--- config.mk ---
export PLATFORM = sky130hd
export DESIGN_NAME = adcsq_sequencer
export DESIGN_NICKNAME = d
export VERILOG_FILES = /design/src/core/adcsq_pkg.sv /design/src/core/adcsq_tad_tick.sv /design/src/core/adcsq_sequencer.sv
export SDC_FILE = /design/constraint.sdc
export NUM_CORES = 1
export LEC_CHECK = 0
export ABC_AREA = 1
export ABC_CLOCK_PERIOD_IN_PS = 4800
export BUFFER_PORTS_ARGS = -buffer_cell sky130_fd_sc_hd__buf_2
export CAP_MARGIN = 0
export CORE_MARGIN = 2
export CORE_UTILIZATION = 55
export CTS_CLUSTER_SIZE = 8
export DETAILED_ROUTE_END_ITERATION = 16
export HOLD_SLACK_MARGIN = 0.12
export PLACE_DENSITY = 0.76
export SETUP_SLACK_MARGIN = 0.1
export SKIP_CTS_REPAIR_TIMING = 1
export SLEW_MARGIN = 30
export SYNTH_ARGS = -nofsm -noshare
export SYNTH_HDL_FRONTEND = slang
export SYNTH_SLANG_ARGS = --single-unit
export TNS_END_PERCENT = 10
--- constraint.sdc ---
create_clock -name clk_in -period 4.8 [get_ports clk_in]
set_input_delay 0.96 -clock clk_in [delete_from_list [all_inputs] [get_ports clk_in]]
set_output_delay 0.96 -clock clk_in [all_outputs]
set_load 0.02 [all_outputs]
--- src/core/adcsq_pkg.sv ---
// Purpose: Shared constants, states and decode helpers of the converter sequencer.
// Assumes: 100 MHz core clock, 8-bit registers on a 3-bit register address.
// Notes:   All resets of control registers are zero.
package adcsq_pkg;

  ////////////////////////////////////////////////////////////////////////////
  localparam int         ADDR_W          = 3;
  localparam logic [2:0] OFS_CTRL_ZERO   = 3'h0;
  localparam logic [2:0] OFS_CTRL_ONE    = 3'h1;
  localparam logic [2:0] OFS_CTRL_TWO    = 3'h2;
  localparam logic [2:0] OFS_RESULT_HIGH = 3'h3;
  localparam logic [2:0] OFS_RESULT_LOW  = 3'h4;
  localparam logic [2:0] OFS_DONE_STATUS = 3'h5;

  localparam int BIT_ENABLE     = 0;
  localparam int BIT_GO         = 1;
  localparam int POS_CHANNEL    = 2;
  localparam int POS_PORT_CFG   = 0;
  localparam int BIT_POS_REF    = 4;
  localparam int BIT_NEG_REF    = 5;
  localparam int POS_CLK_SEL    = 0;
  localparam int POS_ACQ_SEL    = 3;
  localparam int BIT_JUSTIFY    = 7;
  localparam int BIT_DONE_FLAG  = 0;
  localparam int BIT_IRQ_ENABLE = 1;

  localparam logic [7:0] RST_CTRL_ZERO   = 8'h00;
  localparam logic [7:0] RST_CTRL_ONE    = 8'h00;
  localparam logic [7:0] RST_CTRL_TWO    = 8'h00;
  localparam logic [1:0] RST_DONE_STATUS = 2'h0;

  localparam logic [3:0] LAST_CHANNEL = 4'hA;
  localparam logic [9:0] FULL_SCALE   = 10'h3FF;
  localparam logic [9:0] SAR_FIRST    = 10'h200;

  ////////////////////////////////////////////////////////////////////////////
  localparam int         CLK_PERIOD_NS  = 10;
  localparam int         INSTR_CYCLE_NS = 40;
  localparam int         RC_HOLD_CNT    = (INSTR_CYCLE_NS + CLK_PERIOD_NS - 1) / CLK_PERIOD_NS;
  localparam logic [4:0] RC_HOLD_CLKS   = 5'(RC_HOLD_CNT);
  localparam logic [4:0] RECOVER_TADS   = 5'h02;
  localparam logic [4:0] CONV_LAST_TAD  = 5'h0A;

  typedef enum logic [2:0] {
    ST_IDLE  = 3'b000,
    ST_DELAY = 3'b001,
    ST_ACQ   = 3'b010,
    ST_CONV  = 3'b011,
    ST_WAIT  = 3'b100
  } adcsq_state_e;

  function automatic logic [4:0] acq_tads(input logic [2:0] sel);
    case (sel)
      3'h1:    acq_tads = 5'h02;
      3'h2:    acq_tads = 5'h04;
      3'h3:    acq_tads = 5'h06;
      3'h4:    acq_tads = 5'h08;
      3'h5:    acq_tads = 5'h0C;
      3'h6:    acq_tads = 5'h10;
      3'h7:    acq_tads = 5'h14;
      default: acq_tads = 5'h00;
    endcase
  endfunction

  function automatic logic [6:0] core_div(input logic [2:0] sel);
    case (sel)
      3'h0:    core_div = 7'h02;
      3'h1:    core_div = 7'h08;
      3'h2:    core_div = 7'h20;
      3'h4:    core_div = 7'h04;
      3'h5:    core_div = 7'h10;
      3'h6:    core_div = 7'h40;
      default: core_div = 7'h00;
    endcase
  endfunction

  function automatic logic is_rc(input logic [2:0] sel);
    is_rc = (sel[1:0] == 2'b11);
  endfunction

endpackage

--- src/core/adcsq_tad_tick.sv ---
// Purpose: Makes one-cycle conversion bit period ticks from the core clock or the RC clock.
// Assumes: The RC clock pin is asynchronous and much slower than the core clock.
// Notes:   Core-derived ticks stop in sleep; RC ticks keep running.
module adcsq_tad_tick
  import adcsq_pkg::*;
(
  input  wire logic       clk_in,
  input  wire logic       rst_b_in,
  input  wire logic [2:0] clk_sel_in,
  input  wire logic       run_in,
  input  wire logic       sleep_in,
  input  wire logic       rc_clk_in,
  output logic            tick_out
);

  logic [6:0] cnt;
  logic [6:0] next_cnt;
  logic       rc_meta;
  logic       rc_sync;
  logic       rc_last;
  logic       next_tick;

  ////////////////////////////////////////////////////////////////////////////
  always_comb begin
    next_cnt  = 7'h00;
    next_tick = 1'b0;
    if (run_in) begin
      if (is_rc(clk_sel_in)) begin
        next_tick = rc_sync & ~rc_last;
      end else if (!sleep_in) begin
        if (cnt == core_div(clk_sel_in) - 7'h01) begin
          next_tick = 1'b1;
        end else begin
          next_cnt = cnt + 7'h01;
        end
      end else begin
        next_cnt = cnt;
      end
    end
  end

  // Counter clears while idle so each period is whole from the start.
  always_ff @(posedge clk_in or negedge rst_b_in) begin
    if (!rst_b_in) begin
      cnt      <= 7'h00;
      rc_meta  <= 1'b0;
      rc_sync  <= 1'b0;
      rc_last  <= 1'b0;
      tick_out <= 1'b0;
    end else begin
      cnt      <= next_cnt;
      rc_meta  <= rc_clk_in;
      rc_sync  <= rc_meta;
      rc_last  <= rc_sync;
      tick_out <= next_tick;
    end
  end

endmodule

--- src/core/adcsq_sequencer.sv ---
// Purpose: Register file and acquire/convert sequencer of a 10-bit SAR converter.
// Assumes: Comparator pin is high when the held input is at or above the DAC level.
// Notes:
// Notes on behaviour
// RULE1 - Justify bit one gives right justified result, zero gives left justified.
// RULE2 - Acquisition field picks 0,2,4,6,8,12,16,20 bit periods.
// RULE3 - Clock field picks core/2,/8,/32,/4,/16,/64; codes 011 and 111 pick RC.
// RULE4 - With RC clock, hold off the bit clock one instruction cycle after start.
// RULE5 - References are software selectable: supply rails or the reference pins.
// RULE6 - Conversions run in sleep only with the RC clock selected.
// RULE7 - Result comes from successive approximation on the held sample.
// RULE8 - Reset restores registers, turns the converter off, aborts any conversion.
// RULE9 - On completion load result, clear go, set the done flag.
// RULE10 - Power-on reset leaves the result pair untouched.
// RULE11 - Wait at least two bit periods after a conversion before acquiring again.
// RULE12 - Acquisition field zero: go stops sampling at once and converts.
// RULE13 - Nonzero acquisition field: sample the programmed periods, then convert.
// RULE14 - After completion, sampling of the selected channel resumes by itself.
// RULE15 - Go stays set through acquisition and conversion alike.
// RULE16 - Sampling switch opens when conversion starts and stays open.
// RULE17 - Each converter pin can be set analog or digital.
// RULE18 - Software configures everything, enables, then sets go.
// RULE19 - Software polls go or waits for done, then reads the result.
// RULE20 - Enable bit turns the converter on and off.
// RULE21 - While enabled, go reads one when busy and zero when idle.
// RULE22 - Channel field picks 0 to 10; other channels give full scale.
// RULE23 - Two bits choose negative and positive reference independently.
// RULE24 - Left: high byte plus two top low bits; right: low byte plus two bits.
// RULE25 - One result bit per bit period, most significant first.
// RULE26 - Go written while disabled starts nothing.
// RULE27 - Bit 6 of the third control register ignores writes, reads zero.
module adcsq_sequencer
  import adcsq_pkg::*;
(
  input  wire logic              clk_in,
  input  wire logic              rst_b_in,
  input  wire logic [ADDR_W-1:0] addr_in,
  input  wire logic [7:0]        wdata_in,
  input  wire logic              wr_in,
  input  wire logic              rd_in,
  input  wire logic              sleep_in,
  input  wire logic              rc_clk_in,
  input  wire logic              cmp_in,
  output logic [7:0]             rdata_out,
  output logic                   conv_enable_out,
  output logic                   sample_close_out,
  output logic [3:0]             channel_out,
  output logic                   neg_ref_pin_out,
  output logic                   pos_ref_pin_out,
  output logic [10:0]            analog_pin_en_out,
  output logic [9:0]             dac_code_out,
  output logic                   done_flag_out
);

  adcsq_state_e st;
  adcsq_state_e next_st;
  logic [4:0]   cnt;
  logic [4:0]   next_cnt;
  logic [9:0]   next_sar;
  logic         enable;
  logic         next_enable;
  logic         go;
  logic         next_go;
  logic [3:0]   channel;
  logic [3:0]   next_channel;
  logic [5:0]   ctrl_one;
  logic [5:0]   next_ctrl_one;
  logic         justify;
  logic         next_justify;
  logic [2:0]   acq_sel;
  logic [2:0]   next_acq_sel;
  logic [2:0]   clk_sel;
  logic [2:0]   next_clk_sel;
  logic         done_flag;
  logic         next_done_flag;
  logic         irq_enable;
  logic         next_irq_enable;
  logic [7:0]   result_high;
  logic [7:0]   next_result_high;
  logic [7:0]   result_low;
  logic [7:0]   next_result_low;
  logic [7:0]   next_rdata;
  logic [10:0]  next_analog;
  logic         next_sample;
  logic         tick;
  logic         run;
  logic         wr_zero;
  logic         start;
  logic         finish;
  logic [9:0]   final_code;
  logic [9:0]   load_code;
  logic [3:0]   bit_idx;

  assign wr_zero = wr_in && (addr_in == OFS_CTRL_ZERO);
  assign run     = (st == ST_ACQ) || (st == ST_CONV) || (st == ST_WAIT);
  assign start   = (st == ST_IDLE) && go && enable;
  assign finish  = (st == ST_CONV) && tick && (cnt == CONV_LAST_TAD);
  assign bit_idx = 4'(CONV_LAST_TAD - cnt);

  adcsq_tad_tick u_tick (
    .clk_in     (clk_in),
    .rst_b_in   (rst_b_in),
    .clk_sel_in (clk_sel),
    .run_in     (run),
    .sleep_in   (sleep_in),
    .rc_clk_in  (rc_clk_in),
    .tick_out   (tick)
  ); // RULE3 RULE6

  ////////////////////////////////////////////////////////////////////////////
  // Sequencer: start, optional RC hold, acquisition, conversion, recovery.
  always_comb begin
    next_st  = st;
    next_cnt = cnt;
    next_sar = dac_code_out;
    final_code = dac_code_out;
    // The comparator answers the registered trial code within a cycle, so it is not
    // synchronised: two more flops would outlast the two-clock bit period.
    if (st == ST_CONV && !cmp_in && cnt != 5'h00) begin
      final_code[bit_idx] = 1'b0; // RULE7
    end
    case (st)
      ST_IDLE: begin
        next_cnt = 5'h00;
        if (start) begin
          next_sar = SAR_FIRST;
          if (is_rc(clk_sel)) begin
            next_st = ST_DELAY; // RULE4
          end else if (acq_sel != 3'h0) begin
            next_st = ST_ACQ; // RULE13
          end else begin
            next_st = ST_CONV; // RULE12
          end
        end
      end
      ST_DELAY: begin
        next_cnt = cnt + 5'h01;
        if (cnt == RC_HOLD_CLKS - 5'h01) begin
          next_cnt = 5'h00;
          next_st  = (acq_sel != 3'h0) ? ST_ACQ : ST_CONV; // RULE4
        end
      end
      ST_ACQ: begin
        if (tick) begin
          next_cnt = cnt + 5'h01;
          if (cnt + 5'h01 == acq_tads(acq_sel)) begin
            next_cnt = 5'h00;
            next_st  = ST_CONV; // RULE2 RULE13
          end
        end
      end
      ST_CONV: begin
        if (tick) begin
          next_cnt = cnt + 5'h01;
          next_sar = final_code; // RULE25
          if (cnt != 5'h00 && bit_idx != 4'h0) begin
            next_sar[bit_idx - 4'h1] = 1'b1;
          end
          if (finish) begin
            next_cnt = 5'h00;
            next_st  = ST_WAIT; // RULE11
          end
        end
      end
      ST_WAIT: begin
        if (tick) begin
          next_cnt = cnt + 5'h01;
          if (cnt + 5'h01 == RECOVER_TADS) begin
            next_cnt = 5'h00;
            next_st  = ST_IDLE; // RULE11 RULE14
          end
        end
      end
      default: begin
        next_st  = ST_IDLE;
        next_cnt = 5'h00;
      end
    endcase
    // Clearing go mid-flight aborts without a result; recovery still applies.
    if (wr_zero && !wdata_in[BIT_GO] && (st == ST_ACQ || st == ST_CONV || st == ST_DELAY)) begin
      next_st  = ST_WAIT;
      next_cnt = 5'h00;
    end
    if (!enable || (wr_zero && !wdata_in[BIT_ENABLE])) begin
      next_st  = ST_IDLE; // RULE20
      next_cnt = 5'h00;
    end
    // Switch opens once the conversion phase is entered, or while the RC clock is held with acquisition zero.
    next_sample = (next_enable && (next_st == ST_IDLE || next_st == ST_ACQ)) ||
                  (next_enable && next_st == ST_DELAY && acq_sel != 3'h0); // RULE16
  end

  ////////////////////////////////////////////////////////////////////////////
  // Register writes and hardware updates.
  always_comb begin
    next_enable      = enable;
    next_go          = go;
    next_channel     = channel;
    next_ctrl_one    = ctrl_one;
    next_justify     = justify;
    next_acq_sel     = acq_sel;
    next_clk_sel     = clk_sel;
    next_done_flag   = done_flag;
    next_irq_enable  = irq_enable;
    next_result_high = result_high;
    next_result_low  = result_low;
    load_code = (channel > LAST_CHANNEL) ? FULL_SCALE : final_code; // RULE22
    if (wr_in) begin
      case (addr_in)
        OFS_CTRL_ZERO: begin
          next_enable  = wdata_in[BIT_ENABLE]; // RULE20
          next_channel = wdata_in[POS_CHANNEL +: 4];
          // The enable bit already stored gates go, so one write cannot do both.
          next_go = wdata_in[BIT_GO] && enable && wdata_in[BIT_ENABLE]; // RULE26
        end
        OFS_CTRL_ONE: begin
          next_ctrl_one = wdata_in[5:0]; // RULE5 RULE17 RULE23
        end
        OFS_CTRL_TWO: begin
          next_justify = wdata_in[BIT_JUSTIFY]; // RULE1 RULE27
          next_acq_sel = wdata_in[POS_ACQ_SEL +: 3];
          next_clk_sel = wdata_in[POS_CLK_SEL +: 3];
        end
        OFS_RESULT_HIGH: next_result_high = wdata_in;
        OFS_RESULT_LOW:  next_result_low  = wdata_in;
        OFS_DONE_STATUS: begin
          next_done_flag  = wdata_in[BIT_DONE_FLAG];
          next_irq_enable = wdata_in[BIT_IRQ_ENABLE];
        end
        default: begin
          next_enable = enable;
        end
      endcase
    end
    if (finish) begin
      next_go        = 1'b0; // RULE9
      next_done_flag = 1'b1; // RULE9
      if (justify) begin
        next_result_high = {6'h00, load_code[9:8]}; // RULE24
        next_result_low  = load_code[7:0];
      end else begin
        next_result_high = load_code[9:2]; // RULE24
        next_result_low  = {load_code[1:0], 6'h00};
      end
    end
  end

  ////////////////////////////////////////////////////////////////////////////
  // Read port and pin decode.
  always_comb begin
    next_rdata = 8'h00;
    if (rd_in) begin
      case (addr_in)
        OFS_CTRL_ZERO:   next_rdata = {2'h0, channel, go, enable}; // RULE21
        OFS_CTRL_ONE:    next_rdata = {2'h0, ctrl_one};
        OFS_CTRL_TWO:    next_rdata = {justify, 1'b0, acq_sel, clk_sel}; // RULE27
        OFS_RESULT_HIGH: next_rdata = result_high;
        OFS_RESULT_LOW:  next_rdata = result_low;
        OFS_DONE_STATUS: next_rdata = {6'h00, irq_enable, done_flag};
        default:         next_rdata = 8'h00;
      endcase
    end
    // Codes up to four leave every pin analog; higher codes turn pins digital from the top.
    next_analog = 11'h7FF;
    if (ctrl_one[3:0] > 4'h4) begin
      next_analog = 11'h7FF >> (ctrl_one[3:0] - 4'h4); // RULE17
    end
  end

  ////////////////////////////////////////////////////////////////////////////
  always_ff @(posedge clk_in or negedge rst_b_in) begin
    if (!rst_b_in) begin
      st                <= ST_IDLE; // RULE8
      cnt               <= 5'h00;
      dac_code_out      <= 10'h000;
      enable            <= RST_CTRL_ZERO[BIT_ENABLE];
      go                <= RST_CTRL_ZERO[BIT_GO];
      channel           <= RST_CTRL_ZERO[POS_CHANNEL +: 4];
      ctrl_one          <= RST_CTRL_ONE[5:0];
      justify           <= RST_CTRL_TWO[BIT_JUSTIFY];
      acq_sel           <= RST_CTRL_TWO[POS_ACQ_SEL +: 3];
      clk_sel           <= RST_CTRL_TWO[POS_CLK_SEL +: 3];
      done_flag         <= RST_DONE_STATUS[BIT_DONE_FLAG];
      irq_enable        <= RST_DONE_STATUS[BIT_IRQ_ENABLE];
      rdata_out         <= 8'h00;
      conv_enable_out   <= 1'b0;
      sample_close_out  <= 1'b0;
      channel_out       <= 4'h0;
      neg_ref_pin_out   <= 1'b0;
      pos_ref_pin_out   <= 1'b0;
      analog_pin_en_out <= 11'h7FF;
      done_flag_out     <= 1'b0;
    end else begin
      st                <= next_st;
      cnt               <= next_cnt;
      dac_code_out      <= next_sar;
      enable            <= next_enable;
      go                <= next_go;
      channel           <= next_channel;
      ctrl_one          <= next_ctrl_one;
      justify           <= next_justify;
      acq_sel           <= next_acq_sel;
      clk_sel           <= next_clk_sel;
      done_flag         <= next_done_flag;
      irq_enable        <= next_irq_enable;
      rdata_out         <= next_rdata;
      conv_enable_out   <= next_enable;
      sample_close_out  <= next_sample;
      channel_out       <= next_channel;
      neg_ref_pin_out   <= next_ctrl_one[BIT_NEG_REF]; // RULE23
      pos_ref_pin_out   <= next_ctrl_one[BIT_POS_REF]; // RULE23
      analog_pin_en_out <= next_analog;
      done_flag_out     <= next_done_flag;
    end
  end

  // The result pair sits outside any reset so its contents survive one.
  always_ff @(posedge clk_in) begin
    result_high <= next_result_high; // RULE10
    result_low  <= next_result_low;
  end
endmodule

-- After elaboration in Yosys (flattened, before gate mapping)
Cells that the tools add are included.
- add/sub/neg operators: 6
- magnitude comparators: 6
- equality and inequality tests: 35
- shift operators: 1
- multiplexer cells: 69
- bitwise gates (word level): 5
- reductions and logical operators: 51
- operators by type and width (operator ; count):
    8-bit 2-to-1 mux ; 9
    5-bit 2-to-1 mux ; 11
    10-bit 2-to-1 mux ; 5
    7-bit 2-to-1 mux ; 7
    8-bit case mux with 6 select lines ; 1
    7-bit case mux with 6 select lines ; 1
    5-bit case mux with 7 select lines ; 1
    3-bit equality test (second input constant) ; 10
    3-bit 2-to-1 mux ; 10
    3-bit by 2-bit equality test with 1-bit output (second input constant) ; 8
    10-bit case mux with 2 select lines ; 1
    5-bit case mux with 4 select lines ; 1
    1-bit logical AND ; 18
    2-bit AND reduction ; 8
    3-bit by 1-bit equality test with 1-bit output (second input constant) ; 5
    1-bit 2-to-1 mux ; 15
    3-bit case mux with 5 select lines ; 1
    3-bit logical NOT ; 4
    6-bit 2-to-1 mux ; 2
    4-bit by 1-bit != test with 1-bit output (second input constant) ; 3
    2-bit nonzero test ; 6
    11-bit 2-to-1 mux ; 1
    11-bit by 4-bit right shift with 11-bit output (first input constant) ; 1
    10-bit bitwise AND ; 1
    other kinds (30) ; 43
- flip-flop bits (word level): 88
- input bits: 18
- output and inout port bits: 38
- logic and storage cells: 198

-- Longest topological paths before layout
Gate-level depths: netlist (run 1).
- depth in word-level cells: 14
- gate-level depth with buffers: 13
- mapped depth without buffers: 13

-- Cells and area by module
Synthesis (run 1) repeated with hierarchy kept, for this count alone.
- cell total of the unflattened synthesis: 606
- area, all modules: 4737.0 µm²
- modules (own cells, without submodules) (module ; instances ; cells an instance ; area an instance (µm²) ; sequential area each (µm²)):
    adcsq_sequencer ; 1 ; 507 ; 4016.4 ; 1970.6
    adcsq_tad_tick ; 1 ; 99 ; 720.7 ; 275.3

-- Worst setup path after synthesis (run 1)
No wires, ideal clock.
- path kind: in2reg
- start point: in addr_in[1]
- end point: reg result_low[0], enable pin
- library setup time: 0.384 ns
- data arrival time: 1.828 ns
- data required time: 4.416 ns
- setup slack: 2.588 ns
- stages on the path: 3
- path buffers: 0
- cells stage by stage: nor2_4 -> nand2_1 -> o21ai_0
- longest elaborated chain between the ends: 3
- RTL lines (element ; line ; source):
    from (decl) ; adcsq_sequencer.sv:37 ; input wire logic [ADDR_W-1:0] addr_in,
    3-bit equality test ; adcsq_sequencer.sv:209 ; case (addr_in)
    2-bit nonzero test (no line) ; -- ;
    2-bit AND reduction (no line) ; -- ;
    to (signal assigned) ; adcsq_sequencer.sv:320 ; result_low <= next_result_low;
    to (decl) ; adcsq_sequencer.sv:80 ; logic [7:0] result_low;
Every way passes these cells.
A chain may end at the register's enable or synchronous reset.

-- Final worst setup path (run 1)
- start point: reg cnt[1]
- end point: reg result_high[1] (data pin)
- longest elaborated chain between the ends: 11
- elaborated cells on any way between the ends: 16
- classes of those cells: add/sub: 1; order compare: 2; eq/ne: 1; mux: 6; bitwise: 2; reduce/logical: 4
- RTL lines (element ; line ; source):
    from (decl) ; adcsq_sequencer.sv:57 ; logic [4:0] cnt;
    from (signal assigned) ; adcsq_sequencer.sv:295 ; cnt <= next_cnt;
    4-bit subtractor ; adcsq_sequencer.sv:98 ; assign bit_idx = 4'(CONV_LAST_TAD - cnt);
    4-bit by 5-bit less-than comparator with 1-bit output (not written as such) or 4-bit by 1-bit >= comparator with 1-bit output (tied branches) ; adcsq_sequencer.sv:120 ; final_code[bit_idx] = 1'b0;
    1-bit logical AND (not written as such) ; adcsq_sequencer.sv:120 ;
    1-bit 2-to-1 mux (not written as such) ; adcsq_sequencer.sv:120 ;
    1-bit demux with 4-bit select ; adcsq_sequencer.sv:120 ;
    10-bit inverter (no line) ; -- ;
    10-bit bitwise AND (no line) ; -- ;
    10-bit 2-to-1 mux ; adcsq_sequencer.sv:119 ; if (st == ST_CONV && !cmp_in && cnt != 5'h00) begin
    10-bit 2-to-1 mux ; adcsq_sequencer.sv:207 ; load_code = (channel > LAST_CHANNEL) ? FULL_SCALE : final_code;
    8-bit 2-to-1 mux ; adcsq_sequencer.sv:238 ; if (justify) begin
    8-bit 2-to-1 mux * ; adcsq_sequencer.sv:235 ; if (finish) begin
    named net next_result_high[1] ; adcsq_sequencer.sv:79 ; logic [7:0] next_result_high;
    to (signal assigned) ; adcsq_sequencer.sv:319 ; result_high <= next_result_high;
    to (decl) ; adcsq_sequencer.sv:78 ; logic [7:0] result_high;
Mark *: on every way through the listed nets, which the timed path passes. The rest lies on a longest branch.

==> impl_metrics.py, run 1 <==
metrics = {
    "grt": {
        "grt_pass1_vias": 4092,
        "grt_pass1_wl_um": 19400,
        "antenna_found_initial": 0,
        "grtUsageTotal": 0.247,
        "gr-total-overflow": 0,
        "grt_max_degree": 42,
    },
    "place": {
        "dp_cells": 782,
        "port_buffers": 55,
        "hpwlAfterDp_um": 8830,
        "gp_congestion": 1.01,
        "postPlaceCellArea_um2": 5280,
    },
    "synthesis": {
        "synth-main-ff-cell": "dfrtp_1",
        "syn_area_per_cell_um2": 7.84,
        "synth-edff-count": 16,
        "synth_nets": 657,
        "synth_common_cells": "nand2_1 (199), inv_1 (73), dfrtp_1 (59), nand3_1 (48), o21ai_0 (47)",
        "synth_most_common_cell": "nand2_1",
        "yosysTopAreaCell": "dfrtp_1",
        "synth_seq_area_share": 0.458,
        "synth_warnings": 0,
        "yosysTopAreaCellShare": 0.301,
        "ys_ff_latch": 86,
        "netlist_area_um2": 4900,
        "synth.distinct_cells": 48,
        "synth_area_leaders": "dfrtp_1 (30%), nand2_1 (15%), edfxtp_1 (9.8%), dfstp_2 (5.9%), inv_1 (5.6%)",
        "synthArstFlopShare": 0.814,
        "syn_inst": 625,
    },
    "timing": {
        "hold_viol": 0,
        "fmax_mhz": 442,
        "fin_crit_ns": 2.26,
        "final.setup_skew_ns": 0.0104,
        "finalMaxSlewViolations": 0,
        "rsz0062_at_grt": "false",
        "max_slew.worst_pin.slew_ns": 0.722,
        "slew_headroom": 0.515,
        "fin_crit_sh": 0.472,
        "setup_viol_count_final": 0,
        "finalSetupTns_ns": 0,
    },
    "detailed_routing": {
        "routed_wirelength_um": 11600,
        "drcViolationCount": 0,
        "ant_nets": 0,
        "wl_per_cell_um": 14.5,
        "drt_first_pass_iters": 5,
        "viasPerCell": 5.50,
        "vias": 4386,
        "drt-initial-drc-count": 277,
    },
    "clock_tree": {
        "cts_tree": "yes",
        "cts.sinks": 86,
        "htreeDepth": 3,
        "root_buffer": "clkbuf_8",
        "path_clk_slew_ns": 0.09,
        "numCtsBuffers": 9,
        "clk_latency_ns": 0.36,
        "cts_buffer_depth": 2,
    },
    "setup_path": {
        "ff2ff_path_depth": 12,
        "cp.depth": 12,
        "worstSetupStartpointType": "flop",
        "crit_chain": "inv_1 -> ha_1 -> inv_1 -> nand2_1 -> inv_1 -> nand2_1 -> nand2_2 -> nand2_1 -> o21ai_0 -> nand2_1 -> nand2_1 -> nand3_1",
        "worstSetupPathType": "reg -> reg",
        "r2r-end": "result_high[1]",
        "rr_startpoint": "cnt[1]",
        "cpMostUsedCell": "nand2_1",
        "endpoint": "result_high[1]",
        "worst-path-buf-inv": 3,
        "worstPathMaxFanout": 7,
        "worstPathArrival_ns": 2.38,
        "cpPeakStageDelay_ns": 0.50,
        "endpoint_kind": "flop",
        "startpoint": "cnt[1]",
        "cp_slowest_cell": "dfrtp_1",
        "cpLargestDelayFamily": "simple AND/OR/NAND/NOR gates",
        "rrSetupSlack_ns": 2.54,
        "critical_path_required_ns": 4.91,
    },
    "cells_and_area": {
        "antenna_cells": 0,
        "utilization": 0.630,
        "fin_cells": 798,
        "area_growth_pct": 11.6,
        "final_nets": 717,
        "fillers": 773,
        "finalInstanceArea_um2": 5470,
        "final_layout_size_suffix_gt1_frac": 0.174,
    },
    "power": {
        "p_leak_nw": 2.80,
        "vdd_drop_max_v": 0.000183,
        "power.density_nw_per_um2": 344,
        "p_total_mw": 1.88,
    },
    "floorplanning": {
        "io-pin-count": 56,
        "die_w_um": 98.4,
        "core_region_area_um2": 8680,
        "die-area_um2": 9680,
        "die_h_um": 98.4,
        "rows": 34,
        "start_util": 0.565,
    },
    "outcome": {
        "run_status": "finished clean",
    },
    "min_path": {
        "whs_path_depth": 0,
        "hold_class": "reg -> reg",
    },
    "flow_run": {
        "maxCapViolations": 0,
    },
}
[sequential cells by signal, indices dropped and copies added (netlist names), 3 cells and up]
register	count
analog_pin_en_out	11
dac_code_out	10
rdata_out	8
result_high	8
result_low	8
u_tick.cnt	7
ctrl_one	6
cnt	5
channel	4
acq_sel	3
clk_sel	3
st	3
[power by group]
| part | total [mW] | internal (mW) | leakage (nW) | switching [mW] |
|---|---|---|---|---|
| Sequential | 0.903 | 0.843 | 1.04 | 0.0597 |
| Clock | 0.506 | 0.225 | 0.101 | 0.281 |
| Combinational | 0.472 | 0.150 | 1.66 | 0.322 |
[cells in the final DEF (no fill, tap or decap), types with 4 or more instances in the layout]
cell      instances
dfrtp_1          59
nand4_1           8
nor2_1           34
nand2_1         199
inv_2            10
clkbuf_8          9
inv_4             4
nand2_2           4
a21oi_1          20
edfxtp_1         16
ha_1             14
o21ai_0          45
o21ai_1          19
nor2_2            4
inv_1            73
xor2_1            6
nand3_1          48
nor2_8            4
buf_2            54
dfstp_2          11
[worst min path at each step]
stage                              start              to  slack [ns]
after floorplan           u_tick.rc_meta  u_tick.rc_sync        0.33
after global placement    u_tick.rc_meta  u_tick.rc_sync        0.33
after detailed placement  u_tick.rc_meta  u_tick.rc_sync        0.35
after CTS                 u_tick.rc_meta  u_tick.rc_sync        0.37
after global routing      u_tick.rc_meta  u_tick.rc_sync        0.38
final                     u_tick.rc_meta  u_tick.rc_sync        0.36
[cell families after synthesis]
| logic type | Yosys count | synth area share |
|---|---|---|
| AOI/OAI and AO/OA | 105 | 0.121 |
| buffers and inverters | 93 | 0.0748 |
| and+or+nand+nor | 319 | 0.296 |
| DFF | 86 | 0.458 |
| muxes | 1 | 0.00204 |
| adders and majority gates | 14 | 0.0357 |
| xor gates and xnor gates | 7 | 0.0125 |
[through the flow]
stage	hold slack (ns)	setup WS (ns)
after floorplan	0.331	2.59
final	0.363	2.54
after CTS	0.368	2.60
after global routing	0.378	2.40
after global placement	0.332	2.20
after detailed placement	0.346	2.37
[cell type report]
| class | instances | area [um2] | share of cell area |
|---|---|---|---|
| clock buffer | 11 | 153 | 0.0279 |
| tap | 108 | 135 | 0.0247 |
| sequential | 86 | 2250 | 0.411 |
| inverter | 86 | 325 | 0.0595 |
| timing repair buffer | 56 | 285 | 0.0522 |
| multi-input combinational | 446 | 2290 | 0.418 |
| clock inverter | 5 | 36.3 | 0.00663 |
[layer usage]
metal | global-route usage | part of all wire
met5 | 0 | 0
met4 | 0.0906 | 0.021
met3 | 0.0351 | 0.066
met2 | 0.401 | 0.47
met1 | 0.339 | 0.44
Power figures use the tool's default switching activity.
==> inputs of run 2 (changes only) <==
ABC_AREA = 0   (was 1)
ABC_CLOCK_PERIOD_IN_PS = 2000   (was 4800)
CORE_UTILIZATION = 53   (was 55)
clock period = 2 ns   (was 4.8 ns; I/O delays follow)
==> run 2 against run 1 <==
The flow now finishes with violations (setup timing). Clock power up 140%. Total power up 140%. First-iteration DRC count up 0.72%. Clock-buffer cell count up 3. Clock skew up 0.011 ns. Fmax up 1.2%. Sequential cell count unchanged. Utilization up 3.8 points. Register-to-register slack worse by 2.8 ns.
==> impl_metrics.py, run 2 <==
metrics = {
    "timing": {
        "slew_headroom": 0.492,
        "hold_slack_ns": 0.139,
        "setup_viol_count_final": 35,
        "hold_viol": 0,
        "fmax_mhz": 447,
        "fin_crit_ns": 2.24,
        "setup_ws_ns": -0.238,
        "finalSetupTns_ns": -3.90,
        "final.setup_skew_ns": 0.0214,
        "finalMaxSlewViolations": 0,
        "max_slew.worst_pin.slew_ns": 0.760,
        "fin_crit_sh": 1.12,
        "rsz0062_at_grt": "true",
    },
    "setup_path": {
        "rr_startpoint": "clk_sel[0]",
        "endpoint_kind": "flop",
        "worstPathArrival_ns": 2.49,
        "worstSetupPathType": "reg -> reg",
        "critical_path_required_ns": 2.25,
        "startpoint": "clk_sel[0]",
        "worstPathMaxFanout": 8,
        "worstSetupStartpointType": "flop",
    },
    "detailed_routing": {
        "wl_per_cell_um": 17.3,
        "drcViolationCount": 0,
        "drt-initial-drc-count": 279,
        "vias": 4218,
        "drt_first_pass_iters": 6,
        "ant_nets": 0,
        "routed_wirelength_um": 12300,
        "viasPerCell": 5.92,
    },
    "synthesis": {
        "syn_inst": 493,
        "synth_common_cells": "nand2_1 (65), dfrtp_1 (59), nor2_1 (38), o21ai_0 (29), mux2_2 (20)",
        "syn_area_per_cell_um2": 10.1,
        "synth_top_family_by_area": "simple AND/OR/NAND/NOR gates",
        "ys_ff_latch": 86,
        "synth_nets": 525,
        "synth_warnings": 0,
        "synthMuxAreaShare": 0.0807,
        "synth_fa_ha_area_frac": 0.0353,
        "synthSimpleGateAreaFrac": 0.194,
        "synth_compound_area_frac": 0.179,
        "synth-edff-count": 16,
        "synth.distinct_cells": 74,
        "synthXorXnorAreaFrac": 0.0237,
        "synth-main-ff-cell": "dfrtp_1",
        "yosysTopAreaCellShare": 0.298,
        "synth_area_leaders": "dfrtp_1 (30%), edfxtp_1 (9.7%), dfstp_2 (5.8%), nand2_1 (4.9%), mux2_2 (4.5%)",
        "yosysTopAreaCell": "dfrtp_1",
        "synth_seq_area_share": 0.453,
        "synthArstFlopShare": 0.814,
        "netlist_area_um2": 4960,
        "synth_most_common_cell": "nand2_1",
    },
    "clock_tree": {
        "path_clk_slew_ns": 0.08,
        "root_buffer": "clkbuf_8",
        "cts_tree": "yes",
        "htreeDepth": 3,
        "numCtsBuffers": 9,
        "cts.sinks": 86,
        "clk_latency_ns": 0.37,
        "cts_buffer_depth": 2,
    },
    "cells_and_area": {
        "layout_commonest_cell": "nand2_1",
        "largest-register": "analog_pin_en_out",
        "utilization": 0.668,
        "largestRegisters": "analog_pin_en_out x11, dac_code_out x10",
        "fillers": 692,
        "largest_register_ffs": 11,
        "area_growth_pct": 23.4,
        "finalInstanceArea_um2": 6120,
        "layout_common_cells": "nand2_1 (63), dfrtp_1 (58), buf_2 (55), buf_4 (55), nor2_1 (36)",
        "final_nets": 629,
        "fin_cells": 713,
        "antenna_cells": 0,
        "final_layout_size_suffix_gt1_frac": 0.344,
    },
    "flow_run": {
        "maxCapViolations": 0,
    },
    "power": {
        "vdd_drop_max_v": 0.000384,
        "p_leak_nw": 2.75,
        "p_total_mw": 4.59,
        "power.density_nw_per_um2": 750,
    },
    "floorplanning": {
        "die_h_um": 101,
        "io-pin-count": 56,
        "die_w_um": 101,
        "start_util": 0.542,
        "rows": 35,
        "die-area_um2": 10100,
        "core_region_area_um2": 9150,
    },
    "min_path": {
        "hp-start": "rc_clk_in",
        "hold_class": "in -> reg",
    },
    "grt": {
        "grt_pass1_wl_um": 19900,
        "antenna_found_initial": 0,
        "grtUsageTotal": 0.251,
        "grt_max_degree": 29,
        "use_met1": 0.330,
        "gr-max-usage-layer": "met2",
        "met2_usage": 0.419,
        "met3_usage": 0.0381,
        "grt_pass1_vias": 4103,
        "gr-total-overflow": 0,
    },
    "place": {
        "postPlaceCellArea_um2": 5760,
        "hpwlAfterDp_um": 9040,
        "post-place-ws_ns": -0.413,
        "dp_cells": 695,
        "port_buffers": 55,
        "gp_congestion": 0.946,
    },
    "outcome": {
        "run_status": "finished with violations",
        "failed_checks": "setup timing",
    },
}
==> run 2: cell types whose count changed in the layout (fill, tap and decap cells not counted), sizes merged, moves of 9 or more <==
cell and delta:
nand2 -140, inv -75, buf +60, nand3 -37
o21ai -36, mux2 +20, nor2b +14, a21o +12
mux2i +9
==> run 2: area by class of cell <==
| type | instances | area (um2) | share of cell area |
|---|---|---|---|
| Sequential cell | 86 | 2250 | 0.367 |
| Clock inverter | 2 | 13.8 | 0.00225 |
| Clock buffer | 14 | 174 | 0.0284 |
| Inverter | 13 | 48.8 | 0.00798 |
| Multi-Input combinational cell | 370 | 2710 | 0.443 |
| Tap cell | 111 | 139 | 0.0227 |
| Timing Repair Buffer | 117 | 783 | 0.128 |
==> run 2: kinds of logic (layout without fill, tap and decap cells) <==
family | count (synthesis) | in the layout
mux | 33 | 33
compound gates | 125 | 125
buf+inv | 37 | 146
flops | 86 | 86
simple gates | 187 | 187
fa+ha+maj | 14 | 14
xor+xnor | 11 | 11
==> run 2: metal layers <==
layer	vias up	share of wire
met5	-	0
met4	0	0.020
met3	23	0.049
met2	161	0.51
met1	2045	0.43
li1	1989	-
==> run 2: path summary, 6_finish.rpt <==
| check | endpoint | slack, ns | depth (start not counted) |
|---|---|---|---|
| max | u_tick.cnt[6] | -0.24 | 8 |
| min | u_tick.rc_meta | 0.14 | 1 |
| max reg2reg | u_tick.cnt[6] | -0.24 | 8 |
| min reg2reg | u_tick.rc_sync | 0.35 | 0 |
| max in group asynchronous | channel[2] | 0.92 | 3 |
| min in group asynchronous | ctrl_one[2] | 0.54 | 2 |
==> run 2: critical path: stages, from the launching register on <==
cell and delay, ns:
dfrtp_1 0.39, or3_4 0.40, ha_4 0.27, xor2_1 0.13, nand2_1 0.10, a2111oi_4 0.27, o211ai_1 0.13, buf_4 0.19
a32o_1 0.25
==> run 2: power by group <==
part           internal, mW  switching [mW]  leakage, nW
clock                 0.566           0.628       0.0962
sequential             2.04           0.165         1.02
combinational         0.509           0.683         1.63
total                  3.11            1.48         2.75
